### src/design/sdsm_pkg.sv
// constants and carrier types for the servo drive status monitor bank
package sdsm_pkg;
  // ---------------------------------------------------------------
  // register offsets (byte addresses, one word each)
  // ---------------------------------------------------------------
  localparam logic [7:0] SDSM_OFF_CTRL      = 8'h00;
  localparam logic [7:0] SDSM_OFF_STATUS    = 8'h04;
  localparam logic [7:0] SDSM_OFF_IRQ_STAT  = 8'h08;
  localparam logic [7:0] SDSM_OFF_IRQ_CLR   = 8'h0c;
  localparam logic [7:0] SDSM_OFF_IRQ_EN    = 8'h10;
  localparam logic [7:0] SDSM_OFF_TEMP      = 8'h14;
  localparam logic [7:0] SDSM_OFF_CURRENT   = 8'h18;
  localparam logic [7:0] SDSM_OFF_IDENT     = 8'h1c;
  localparam logic [7:0] SDSM_OFF_ANGLE     = 8'h20;
  localparam logic [7:0] SDSM_OFF_TURNS     = 8'h24;
  localparam logic [7:0] SDSM_OFF_SPEED     = 8'h28;
  localparam logic [7:0] SDSM_OFF_FILT_SPD  = 8'h2c;
  localparam logic [7:0] SDSM_OFF_SWITCHES  = 8'h30;
  localparam logic [7:0] SDSM_OFF_LW_VER    = 8'h34;

  // ---------------------------------------------------------------
  // reset values, field positions, thresholds
  // ---------------------------------------------------------------
  localparam logic       SDSM_SPE_RESET     = 1'b1;
  localparam int         SDSM_CTRL_SPE_BIT  = 0;
  localparam int         SDSM_IRQ_OT_BIT    = 0;
  localparam int         SDSM_IRQ_PWM_BIT   = 1;
  localparam int         SDSM_IRQ_FB_BIT    = 2;
  localparam int         SDSM_IRQ_CFG_BIT   = 3;
  // current thresholds in 1/100 of peak current: 0.53 and 0.32
  localparam logic [7:0] SDSM_I_HI_PCT      = 8'd53;
  localparam logic [7:0] SDSM_I_LO_PCT      = 8'd32;
  // commutation frequency in units of 0.01 Hz: 2.9 Hz and 4.77 Hz
  localparam logic [15:0] SDSM_F_LO_CHZ     = 16'd290;
  localparam logic [15:0] SDSM_F_HI_CHZ     = 16'd477;
  localparam logic [2:0] SDSM_FB_SENSOR_ERR = 3'b001;
  localparam logic [2:0] SDSM_FB_MTURN_ERR  = 3'b011;
  localparam logic [4:0] SDSM_MODEL_MAX     = 5'd6;
  localparam logic [3:0] SDSM_ROTARY_MAX    = 4'd9;
  // arbitrary identity values
  localparam logic [3:0]  SDSM_HW_REV       = 4'h1;
  localparam logic [23:0] SDSM_LW_VER       = 24'h030001;
  // filtered velocity period: 26.21 ms at 200 MHz
  localparam int SDSM_CLK_MHZ        = 200;
  localparam int SDSM_FILT_PERIOD_US = 26210;
  localparam int SDSM_FILT_CYCLES    = SDSM_FILT_PERIOD_US * SDSM_CLK_MHZ;
  localparam int SDSM_FILT_SHIFT     = 9;  // 512 samples

  typedef struct packed {
    logic [7:0]  addr;
    logic [31:0] wdata;
    logic        wr;
    logic        rd;
  } sdsm_bus_req_t;

  typedef struct packed {
    logic [15:0] angle;      // 16.8 truncated to integral + frac kept in low byte
    logic [23:0] angle_raw;
    logic [11:0] turns;
    logic [15:0] speed;
    logic [2:0]  fb_fault;
  } sdsm_feedback_t;
endpackage : sdsm_pkg

### src/design/sdsm_monitor.sv
// status and monitor register bank of the servo drive
// Notes on behaviour
// - go to half pwm when current above 0.53 peak and commutation below 2.9 Hz.
// - leave half pwm when current below 0.32 peak or commutation above 4.77 Hz.
// - halving flag reads 0 at base frequency and 1 at half frequency.
// - motor power only when hardware enable and serial power enable both active.
// - serial power enable comes up active so hardware enable alone decides.
// - writing 0 disables drive, writing 1 defers to hardware; 1 is default.
// - hardware revision is a 4-bit value that wraps after sixteen.
// - model code 0 to 31; codes outside defined set flag configuration error.
// - shaft angle sampled at 24 bits, shown as 65536 counts plus eight fraction bits.
// - multi-turn count is a signed sample from -2048 to +2047.
// - raw speed sample reported as is, 0.5588 rpm per count.
// - filtered speed is difference of angle samples 26.21 ms apart.
// - feedback fault code 001 sensor error, 011 multi-turn, others no fault.
// - dip switch read 0 to 15, position one lsb, open reads high.
// - rotary switch read 0 to 9.
// - over-temperature fault when heatsink temp reaches trip temp; both readable.
// - logicware version reported as three bytes.
// - flag shows six-step or sinusoidal commutation.
module sdsm_monitor
  import sdsm_pkg::*;
(
  input  wire logic                 clk,
  input  wire logic                 reset_n,
  input  wire sdsm_pkg::sdsm_bus_req_t bus_req,
  output logic [31:0]               rdata,
  output logic                      irq,
  input  wire logic                 hw_enable_pin,
  output logic                      motor_power_enable,
  output logic                      pwm_halving_flag,
  output logic                      heatsink_over_temp,
  output logic                      config_error,
  input  wire logic [7:0]           motor_current_pct,
  input  wire logic [15:0]          commutation_freq_chz,
  input  wire logic [15:0]          torque_current,
  input  wire logic [15:0]          nontorque_current,
  input  wire logic [11:0]          heatsink_temp,
  input  wire logic [11:0]          heatsink_trip_temp,
  input  wire logic [4:0]           model_code,
  input  wire sdsm_pkg::sdsm_feedback_t feedback,
  input  wire logic [3:0]           dip_switch_pins,
  input  wire logic [3:0]           rotary_switch_pins,
  input  wire logic                 trapezoidal_commutation_flag
);
  import sdsm_pkg::*;

  // ---------------------------------------------------------------
  // state
  // ---------------------------------------------------------------
  typedef struct packed {
    logic [3:0]  dip_s1;
    logic [3:0]  dip_s2;
    logic [3:0]  rot_s1;
    logic [3:0]  rot_s2;
    logic        hwen_s1;
    logic        hwen_s2;
    logic        serial_power_enable;
    logic        halving;
    logic        over_temp;
    logic        cfg_err;
    logic [3:0]  irq_stat;
    logic [3:0]  irq_en;
    logic        fb_fault_q;
    logic [31:0] filt_cnt;
    logic [23:0] angle_prev;
    logic [23:0] filt_speed;
    logic [31:0] rdata;
    logic        irq;
    logic        power;
  } sdsm_state_t;

  sdsm_state_t st;
  sdsm_state_t next_st;

  logic [23:0] angle_diff;
  logic        fb_fault;
  logic [31:0] read_mux;
  logic [3:0]  irq_events;

  always_comb begin
    next_st = st;
    angle_diff = 24'h000000;
    fb_fault = 1'b0;
    read_mux = 32'h0000_0000;
    irq_events = 4'h0;

    // pins from outside pass two flip-flops
    next_st.dip_s1 = dip_switch_pins;
    next_st.dip_s2 = st.dip_s1;
    next_st.rot_s1 = rotary_switch_pins;
    next_st.rot_s2 = st.rot_s1;
    next_st.hwen_s1 = hw_enable_pin;
    next_st.hwen_s2 = st.hwen_s1;

    // pwm halving hysteresis
    if (!st.halving) begin
      if ((motor_current_pct > SDSM_I_HI_PCT) && (commutation_freq_chz < SDSM_F_LO_CHZ)) begin
        next_st.halving = 1'b1;
      end
    end else begin
      if ((motor_current_pct < SDSM_I_LO_PCT) || (commutation_freq_chz > SDSM_F_HI_CHZ)) begin
        next_st.halving = 1'b0;
      end
    end

    next_st.over_temp = (heatsink_temp >= heatsink_trip_temp);
    next_st.cfg_err = (model_code > SDSM_MODEL_MAX);
    next_st.power = st.hwen_s2 && st.serial_power_enable;

    // feedback fault decode
    fb_fault = (feedback.fb_fault == SDSM_FB_SENSOR_ERR) ||
               (feedback.fb_fault == SDSM_FB_MTURN_ERR);
    next_st.fb_fault_q = fb_fault;

    // filtered speed: angle difference per period equals mean of 512 raw samples
    if (st.filt_cnt >= SDSM_FILT_CYCLES - 1) begin
      next_st.filt_cnt = 32'h0000_0000;
      angle_diff = feedback.angle_raw - st.angle_prev;
      next_st.filt_speed = angle_diff;
      next_st.angle_prev = feedback.angle_raw;
    end else begin
      next_st.filt_cnt = st.filt_cnt + 32'h0000_0001;
    end

    // interrupt events; set wins over clear
    irq_events[SDSM_IRQ_OT_BIT]  = next_st.over_temp && !st.over_temp;
    irq_events[SDSM_IRQ_PWM_BIT] = next_st.halving != st.halving;
    irq_events[SDSM_IRQ_FB_BIT]  = fb_fault && !st.fb_fault_q;
    irq_events[SDSM_IRQ_CFG_BIT] = next_st.cfg_err && !st.cfg_err;
    if (bus_req.wr && bus_req.addr == SDSM_OFF_IRQ_CLR) begin
      next_st.irq_stat = st.irq_stat & ~bus_req.wdata[3:0];
    end
    next_st.irq_stat = next_st.irq_stat | irq_events;

    if (bus_req.wr) begin
      unique case (bus_req.addr)
        SDSM_OFF_CTRL: begin
          next_st.serial_power_enable = bus_req.wdata[SDSM_CTRL_SPE_BIT];
        end
        SDSM_OFF_IRQ_EN: begin
          next_st.irq_en = bus_req.wdata[3:0];
        end
        default: begin
        end
      endcase
    end
    next_st.irq = |(next_st.irq_stat & next_st.irq_en);

    // reads have no side effects, unmapped reads return zero
    unique case (bus_req.addr)
      SDSM_OFF_CTRL:     read_mux = {31'h0, st.serial_power_enable};
      SDSM_OFF_STATUS:   read_mux = {26'h0, trapezoidal_commutation_flag, st.cfg_err,
                                     st.over_temp, st.power, st.hwen_s2,
                                     st.halving};
      SDSM_OFF_IRQ_STAT: read_mux = {28'h0, st.irq_stat};
      SDSM_OFF_IRQ_EN:   read_mux = {28'h0, st.irq_en};
      SDSM_OFF_TEMP:     read_mux = {4'h0, heatsink_trip_temp, 4'h0, heatsink_temp};
      SDSM_OFF_CURRENT:  read_mux = {torque_current, nontorque_current};
      SDSM_OFF_IDENT:    read_mux = {23'h0, model_code, SDSM_HW_REV};
      SDSM_OFF_ANGLE:    read_mux = {8'h0, feedback.angle_raw};
      SDSM_OFF_TURNS:    read_mux = {{20{feedback.turns[11]}}, feedback.turns};
      SDSM_OFF_SPEED:    read_mux = {{16{feedback.speed[15]}}, feedback.speed};
      SDSM_OFF_FILT_SPD: read_mux = {{8{st.filt_speed[23]}}, st.filt_speed};
      SDSM_OFF_SWITCHES: read_mux = {21'h0, feedback.fb_fault, st.rot_s2,
                                     st.dip_s2};
      SDSM_OFF_LW_VER:   read_mux = {8'h0, SDSM_LW_VER};
      default:           read_mux = 32'h0000_0000;
    endcase
    next_st.rdata = bus_req.rd ? read_mux : 32'h0000_0000;
  end

  always_ff @(posedge clk or negedge reset_n) begin
    if (!reset_n) begin
      st <= '0;
      st.serial_power_enable <= SDSM_SPE_RESET;
    end else begin
      st <= next_st;
    end
  end

  assign rdata              = st.rdata;
  assign irq                = st.irq;
  assign motor_power_enable = st.power;
  assign pwm_halving_flag   = st.halving;
  assign heatsink_over_temp = st.over_temp;
  assign config_error       = st.cfg_err;

  // ---------------------------------------------------------------
  // checks
  // ---------------------------------------------------------------
  chk_halving_enter: assert property (@(posedge clk) disable iff (!reset_n)
    (!st.halving && motor_current_pct > SDSM_I_HI_PCT && commutation_freq_chz < SDSM_F_LO_CHZ)
    |=> st.halving) else $error("halving not entered");
  chk_halving_leave: assert property (@(posedge clk) disable iff (!reset_n)
    (st.halving && motor_current_pct < SDSM_I_LO_PCT) |=> !st.halving)
    else $error("halving not left");
  chk_halving_hold: assert property (@(posedge clk) disable iff (!reset_n)
    $rose(pwm_halving_flag) |-> $past(motor_current_pct) > SDSM_I_HI_PCT)
    else $error("halving flag set without cause");
  chk_power_gate: assert property (@(posedge clk) disable iff (!reset_n)
    motor_power_enable |-> $past(st.hwen_s2) && $past(st.serial_power_enable))
    else $error("power without both enables");
  chk_spe_write: assert property (@(posedge clk) disable iff (!reset_n)
    (bus_req.wr && bus_req.addr == SDSM_OFF_CTRL && !bus_req.wdata[0]) |=> ##1 !motor_power_enable)
    else $error("disable write ignored");
  chk_over_temp: assert property (@(posedge clk) disable iff (!reset_n)
    (heatsink_temp >= heatsink_trip_temp) |=> heatsink_over_temp)
    else $error("over temperature missed");
  chk_cfg_err: assert property (@(posedge clk) disable iff (!reset_n)
    (model_code > SDSM_MODEL_MAX) |=> config_error) else $error("model error missed");
  chk_read_clean: assert property (@(posedge clk) disable iff (!reset_n)
    (bus_req.rd && !bus_req.wr) |=> st.irq_en == $past(st.irq_en))
    else $error("read changed state");

  // ---------------------------------------------------------------
  // power gating checks
  // ---------------------------------------------------------------
  // both enables are looked at through their registered copies, so the gate
  // lags the write by one cycle on top of the synchroniser delay
  chk_power_sw_off: assert property (@(posedge clk) disable iff (!reset_n)
    !st.serial_power_enable |=> !motor_power_enable)
    else $error("power while serial enable off");
  chk_power_hw_off: assert property (@(posedge clk) disable iff (!reset_n)
    !st.hwen_s2 |=> !motor_power_enable)
    else $error("power while hardware enable off");
  chk_power_on: assert property (@(posedge clk) disable iff (!reset_n)
    (st.hwen_s2 && st.serial_power_enable) |=> motor_power_enable)
    else $error("power withheld with both enables");
  chk_spe_set: assert property (@(posedge clk) disable iff (!reset_n)
    (bus_req.wr && bus_req.addr == SDSM_OFF_CTRL && bus_req.wdata[0])
    |=> st.serial_power_enable)
    else $error("serial enable write ignored");

  // ---------------------------------------------------------------
  // pwm hysteresis checks
  // ---------------------------------------------------------------
  chk_halving_fast: assert property (@(posedge clk) disable iff (!reset_n)
    (st.halving && commutation_freq_chz > SDSM_F_HI_CHZ) |=> !st.halving)
    else $error("halving kept at high speed");
  chk_halving_idle: assert property (@(posedge clk) disable iff (!reset_n)
    (!st.halving && !(motor_current_pct > SDSM_I_HI_PCT &&
      commutation_freq_chz < SDSM_F_LO_CHZ)) |=> !st.halving)
    else $error("halving entered without cause");
  // inside the band the flag must not chatter
  chk_halving_band: assert property (@(posedge clk) disable iff (!reset_n)
    (st.halving && motor_current_pct >= SDSM_I_LO_PCT &&
      commutation_freq_chz <= SDSM_F_HI_CHZ) |=> st.halving)
    else $error("halving left inside band");

  // ---------------------------------------------------------------
  // fault and interrupt checks
  // ---------------------------------------------------------------
  chk_temp_clear: assert property (@(posedge clk) disable iff (!reset_n)
    (heatsink_temp < heatsink_trip_temp) |=> !heatsink_over_temp)
    else $error("over temperature without cause");
  chk_cfg_ok: assert property (@(posedge clk) disable iff (!reset_n)
    (model_code <= SDSM_MODEL_MAX) |=> !config_error)
    else $error("model error without cause");
  chk_fb_fault_irq: assert property (@(posedge clk) disable iff (!reset_n)
    (feedback.fb_fault == SDSM_FB_MTURN_ERR && !st.fb_fault_q)
    |=> st.irq_stat[SDSM_IRQ_FB_BIT])
    else $error("multi-turn fault not flagged");
  chk_fb_no_fault: assert property (@(posedge clk) disable iff (!reset_n)
    (feedback.fb_fault != SDSM_FB_SENSOR_ERR && feedback.fb_fault != SDSM_FB_MTURN_ERR)
    |=> !st.fb_fault_q)
    else $error("fault seen on a no-fault code");
  chk_irq_level: assert property (@(posedge clk) disable iff (!reset_n)
    irq == |(st.irq_stat & st.irq_en))
    else $error("irq level disagrees with status");
  // a clear in the same cycle as a new event must not lose the event
  chk_set_wins: assert property (@(posedge clk) disable iff (!reset_n)
    (bus_req.wr && bus_req.addr == SDSM_OFF_IRQ_CLR && irq_events[SDSM_IRQ_OT_BIT])
    |=> st.irq_stat[SDSM_IRQ_OT_BIT])
    else $error("clear beat a new event");
  chk_filt_range: assert property (@(posedge clk) disable iff (!reset_n)
    st.filt_cnt < SDSM_FILT_CYCLES)
    else $error("filter period counter overran");

  // ---------------------------------------------------------------
  // read-back checks
  // ---------------------------------------------------------------
  chk_read_idle: assert property (@(posedge clk) disable iff (!reset_n)
    !bus_req.rd |=> rdata == 32'h0000_0000)
    else $error("read data without a read");
  chk_read_angle: assert property (@(posedge clk) disable iff (!reset_n)
    (bus_req.rd && bus_req.addr == SDSM_OFF_ANGLE)
    |=> rdata == {8'h00, $past(feedback.angle_raw)})
    else $error("angle read wrong");
  chk_read_turns: assert property (@(posedge clk) disable iff (!reset_n)
    (bus_req.rd && bus_req.addr == SDSM_OFF_TURNS)
    |=> rdata[11:0] == $past(feedback.turns) && rdata[31:12] == {20{rdata[11]}})
    else $error("turns read wrong");
  chk_read_speed: assert property (@(posedge clk) disable iff (!reset_n)
    (bus_req.rd && bus_req.addr == SDSM_OFF_SPEED)
    |=> rdata[15:0] == $past(feedback.speed) && rdata[31:16] == {16{rdata[15]}})
    else $error("speed read wrong");
  chk_read_rev: assert property (@(posedge clk) disable iff (!reset_n)
    (bus_req.rd && bus_req.addr == SDSM_OFF_IDENT) |=> rdata[3:0] == SDSM_HW_REV)
    else $error("revision read wrong");
  chk_read_halving: assert property (@(posedge clk) disable iff (!reset_n)
    (bus_req.rd && bus_req.addr == SDSM_OFF_STATUS) |=> rdata[0] == $past(st.halving))
    else $error("halving flag read wrong");
  chk_read_mode: assert property (@(posedge clk) disable iff (!reset_n)
    (bus_req.rd && bus_req.addr == SDSM_OFF_STATUS)
    |=> rdata[5] == $past(trapezoidal_commutation_flag))
    else $error("commutation mode read wrong");
  chk_read_switch: assert property (@(posedge clk) disable iff (!reset_n)
    (bus_req.rd && bus_req.addr == SDSM_OFF_SWITCHES)
    |=> rdata[7:0] == {$past(st.rot_s2), $past(st.dip_s2)})
    else $error("switch read wrong");
  chk_read_lw: assert property (@(posedge clk) disable iff (!reset_n)
    (bus_req.rd && bus_req.addr == SDSM_OFF_LW_VER) |=> rdata == {8'h00, SDSM_LW_VER})
    else $error("logicware read wrong");
endmodule : sdsm_monitor

### config.mk
export PLATFORM = sky130hd
export DESIGN_NAME = sdsm_monitor
export DESIGN_NICKNAME = d
export VERILOG_FILES = /design/src/design/sdsm_pkg.sv /design/src/design/sdsm_monitor.sv
export SDC_FILE = /design/constraint.sdc
export NUM_CORES = 1
export LEC_CHECK = 0
export BUFFER_PORTS_ARGS = -buffer_cell sky130_fd_sc_hd__buf_2
export CELL_PAD_IN_SITES_DETAIL_PLACEMENT = 0
export CELL_PAD_IN_SITES_GLOBAL_PLACEMENT = 2
export CORE_ASPECT_RATIO = 0.75
export CORE_MARGIN = 2
export CORE_UTILIZATION = 33
export DETAILED_ROUTE_END_ITERATION = 8
export PLACE_DENSITY_LB_ADDON = 0.3
export SKIP_CTS_REPAIR_TIMING = 1
export SYNTH_ARGS = -nofsm -noshare
export SYNTH_HDL_FRONTEND = slang
export SYNTH_SLANG_ARGS = --single-unit
### constraint.sdc
create_clock -name clk -period 5.2 [get_ports clk]
set_clock_uncertainty 0.15 [all_clocks]
set_input_delay 0.52 -clock clk [delete_from_list [all_inputs] [get_ports clk]]
set_output_delay 0.52 -clock clk [all_outputs]
set_load 0.05 [all_outputs]
==> results.sh <==
export IMPL_outcome="finished clean"
export IMPL_drt_pass1_iter_count=7
export IMPL_fin_util_pct=40.6
export IMPL_ios=247
export IMPL_drtIter0Drc=641
export IMPL_nets=1256
export IMPL_htree_num_levels=4
export IMPL_hold_viol_final=0
export IMPL_antenna_found_initial=2
export IMPL_layout_drive_gt1_share_pct=25.9
export IMPL_numPortBuffers=200
export IMPL_vias=6913
export IMPL_start_util_pct=33.4
export IMPL_die_area_sq_um=25300
export IMPL_worstPathArrival_ns=3.21
export IMPL_place_gp_congestion=0.862
export IMPL_drc_errors=0
export IMPL_cts_buffers_inserted=17
export IMPL_fin_crit_sh_pct=58.1
export IMPL_overflow=0
export IMPL_cpMaxStageDelayCell="a211oi_1"
export IMPL_setup_tns_ns=0
export IMPL_hpwlAfterDp_um=20300
export IMPL_synth_edf_count=0
export IMPL_crit_path_end_kind="flop"
export IMPL_synth_flop_cell="dfrtp_1"
export IMPL_max_cap_violations=0
export IMPL_syn_area_sq_um=7940
export IMPL_most_common_layout_cells="199 x buf_2, 144 x dfrtp_1, 95 x nand2_1, 70 x nor2_1, 53 x o21ai_0"
export IMPL_vdd_ir_drop_max_uv=226
export IMPL_p_leak_nw=4.52
export IMPL_clock_latency_ns=0.43
export IMPL_wire_per_inst_um=20.0
export IMPL_hold_path_class="in -> reg"
export IMPL_dieHeight_um=138
export IMPL_critPathMaxStageDelay_ns=0.56
export IMPL_tightest_slew_ns=1.06
export IMPL_synth_seq_cells=145
export IMPL_grt_pass1_vias=6705
export IMPL_startpoint_type="flop"
export IMPL_cts_sinks=145
export IMPL_cp_top_family="compound AO/OA/AOI/OAI gates"
export IMPL_whs_ns=0.0356
export IMPL_clkTransAtPathRegs_ns=0.07
export IMPL_path_max_fanout=25
export IMPL_yosys_warnings=0
export IMPL_grt_pass1_wl_um=40200
export IMPL_dp_cells=1295
export IMPL_slew_limit_headroom_pct=29.2
export IMPL_async_flop_share_pct=100
export IMPL_final_max_slew_violation_count=0
export IMPL_cts_tree="built"
export IMPL_postRouteAntennaNets=0
export IMPL_synth_cell_type_count=65
export IMPL_grt_max_degree=63
export IMPL_wirelength_um=26600
export IMPL_layout_commonest_cell="buf_2"
export IMPL_fp_coreArea_sq_um=23800
export IMPL_grt_total_usage_pct=21.2
export IMPL_worstSetupPathType="reg -> reg"
export IMPL_core_rowCount=49
export IMPL_clockBufferDepth=2
export IMPL_syn_inst=841
export IMPL_synthesis_area_per_instance_sq_um=9.45
export IMPL_crit_required_ns=5.38
export IMPL_drt_vias_per_instance=5.20
export IMPL_fin_cells=1330
export IMPL_clockRootBuffer="clkbuf_16"
export IMPL_worstPathCellList="ha_1, and3_1, or4_1, a211oi_1, o41a_1, buf_4, or3_1, mux2i_1, a311oi_1"
export IMPL_synth_seq_area_share_pct=45.7
export IMPL_final_setup_viol_count=0
export IMPL_path_buf_inv=1
export IMPL_p_per_area_nw_per_um2=295
export IMPL_period_minus_slack_ns=3.02
export IMPL_die_width_um=183
export IMPL_area_growth_pct=21.5
export IMPL_rsz0062_at_grt="no"
export IMPL_max_freq_mhz=331
## sequential cells by signal, indices dropped and copies added (netlist names)
register            count
next_st                 9
config_error            1
st                     99
rdata                  32
irq                     1
pwm_halving_flag        1
motor_power_enable      1
heatsink_over_temp      1
## cell usage after synthesis, types with 6 or more instances
| cell | instances | share of area, % |
|---|---|---|
| ha_1 | 36 | 5.7 |
| a221oi_1 | 6 | 0.66 |
| a21o_1 | 12 | 1.1 |
| and3_1 | 6 | 0.47 |
| a222oi_1 | 16 | 2.0 |
| a22oi_1 | 37 | 3.5 |
| nand2_1 | 95 | 4.5 |
| o21ai_0 | 53 | 3.3 |
| clkbuf_1 | 30 | 1.4 |
| nor2_1 | 73 | 3.4 |
| nand4_1 | 6 | 0.47 |
| a21oi_1 | 50 | 3.2 |
| buf_4 | 32 | 3.0 |
| dfrtp_1 | 144 | 45 |
| nand3_1 | 18 | 1.1 |
| a22o_1 | 6 | 0.66 |
| a31oi_1 | 25 | 2.0 |
| inv_1 | 42 | 2.0 |
| xnor2_1 | 15 | 1.7 |
| nor3_1 | 7 | 0.44 |
| nand2b_1 | 9 | 0.71 |
| xor2_1 | 24 | 2.6 |
## through the flow
stage / area [sq um] / power, mW / setup WS (ns)
3_3_place_gp: 9060 / 1.64 / 2.09
5_1_grt: 9650 / 2.97 / 1.94
6_report: 9650 / 2.85 / 2.18
4_1_cts: 9640 / 2.88 / 2.13
2_1_floorplan: 7970 / 1.46 / 2.55
3_5_place_dp: 9060 / 1.64 / 2.08
## routing by layer
| layer | global-route usage, % | up-vias | wire length (um) |
|---|---|---|---|
| li1 | - | 3333 | - |
| met1 | 31.3 | 3296 | 13100 |
| met2 | 30.6 | 261 | 11100 |
| met3 | 5.66 | 23 | 2080 |
| met4 | 5.18 | 0 | 343 |
| met5 | 0 | - | 0 |
## worst register-to-register path, cell delays in order, from the launching register on
cell,delay (ns)
dfrtp_1,0.40
ha_1,0.23
and3_1,0.22
or4_1,0.43
a211oi_1,0.56
o41a_1,0.21
buf_4,0.28
or3_1,0.16
mux2i_1,0.06
a311oi_1,0.22
## cell type report
type | instances | area, sq um
multi-input combinational | 590 | 3790
fill | 2457 | 14100
clock buffer | 17 | 425
timing repair buffer | 213 | 1110
inverter | 42 | 158
clock inverter | 15 | 149
tap | 306 | 383
sequential | 145 | 3630
antenna | 2 | 5.00
## path summary, 6_finish.rpt
check                                         from           end  slack (ns)  cells after the start
worst min register to register        next_st[130]       st[130]        0.19                      0
worst max register to register              st[82]        st[53]        2.18                      9
worst min-delay path            dip_switch_pins[3]  next_st[140]        0.04                      1
min in group asynchronous                  reset_n  next_st[137]        0.48                      2
worst max-delay path                        st[82]        st[53]        2.18                      9
max in group asynchronous                  reset_n       st[105]        3.33                      3
## kinds of logic (layout without fill, tap and decap cells)
logic type                 Yosys count  after routing  share of synthesized area [%]
AOI/OAI and AO/OA                  250            250                           21.3
and+or+nand+nor                    248            248                           14.5
DFF                                145            145                           45.7
buffers and inverters              114            287                           7.17
xor gates and xnor gates            39             39                           4.30
adders and majority gates           37             37                           5.92
muxes                                7              7                           1.02
other                                1             11                         0.0472
## report_power, final
part           internal (mW)  switching [mW]  total [mW]
combinational          0.158           0.236       0.394
sequential              1.20          0.0349        1.23
clock                  0.674           0.548        1.22
Note: power is estimated with default switching activity, not from simulation.
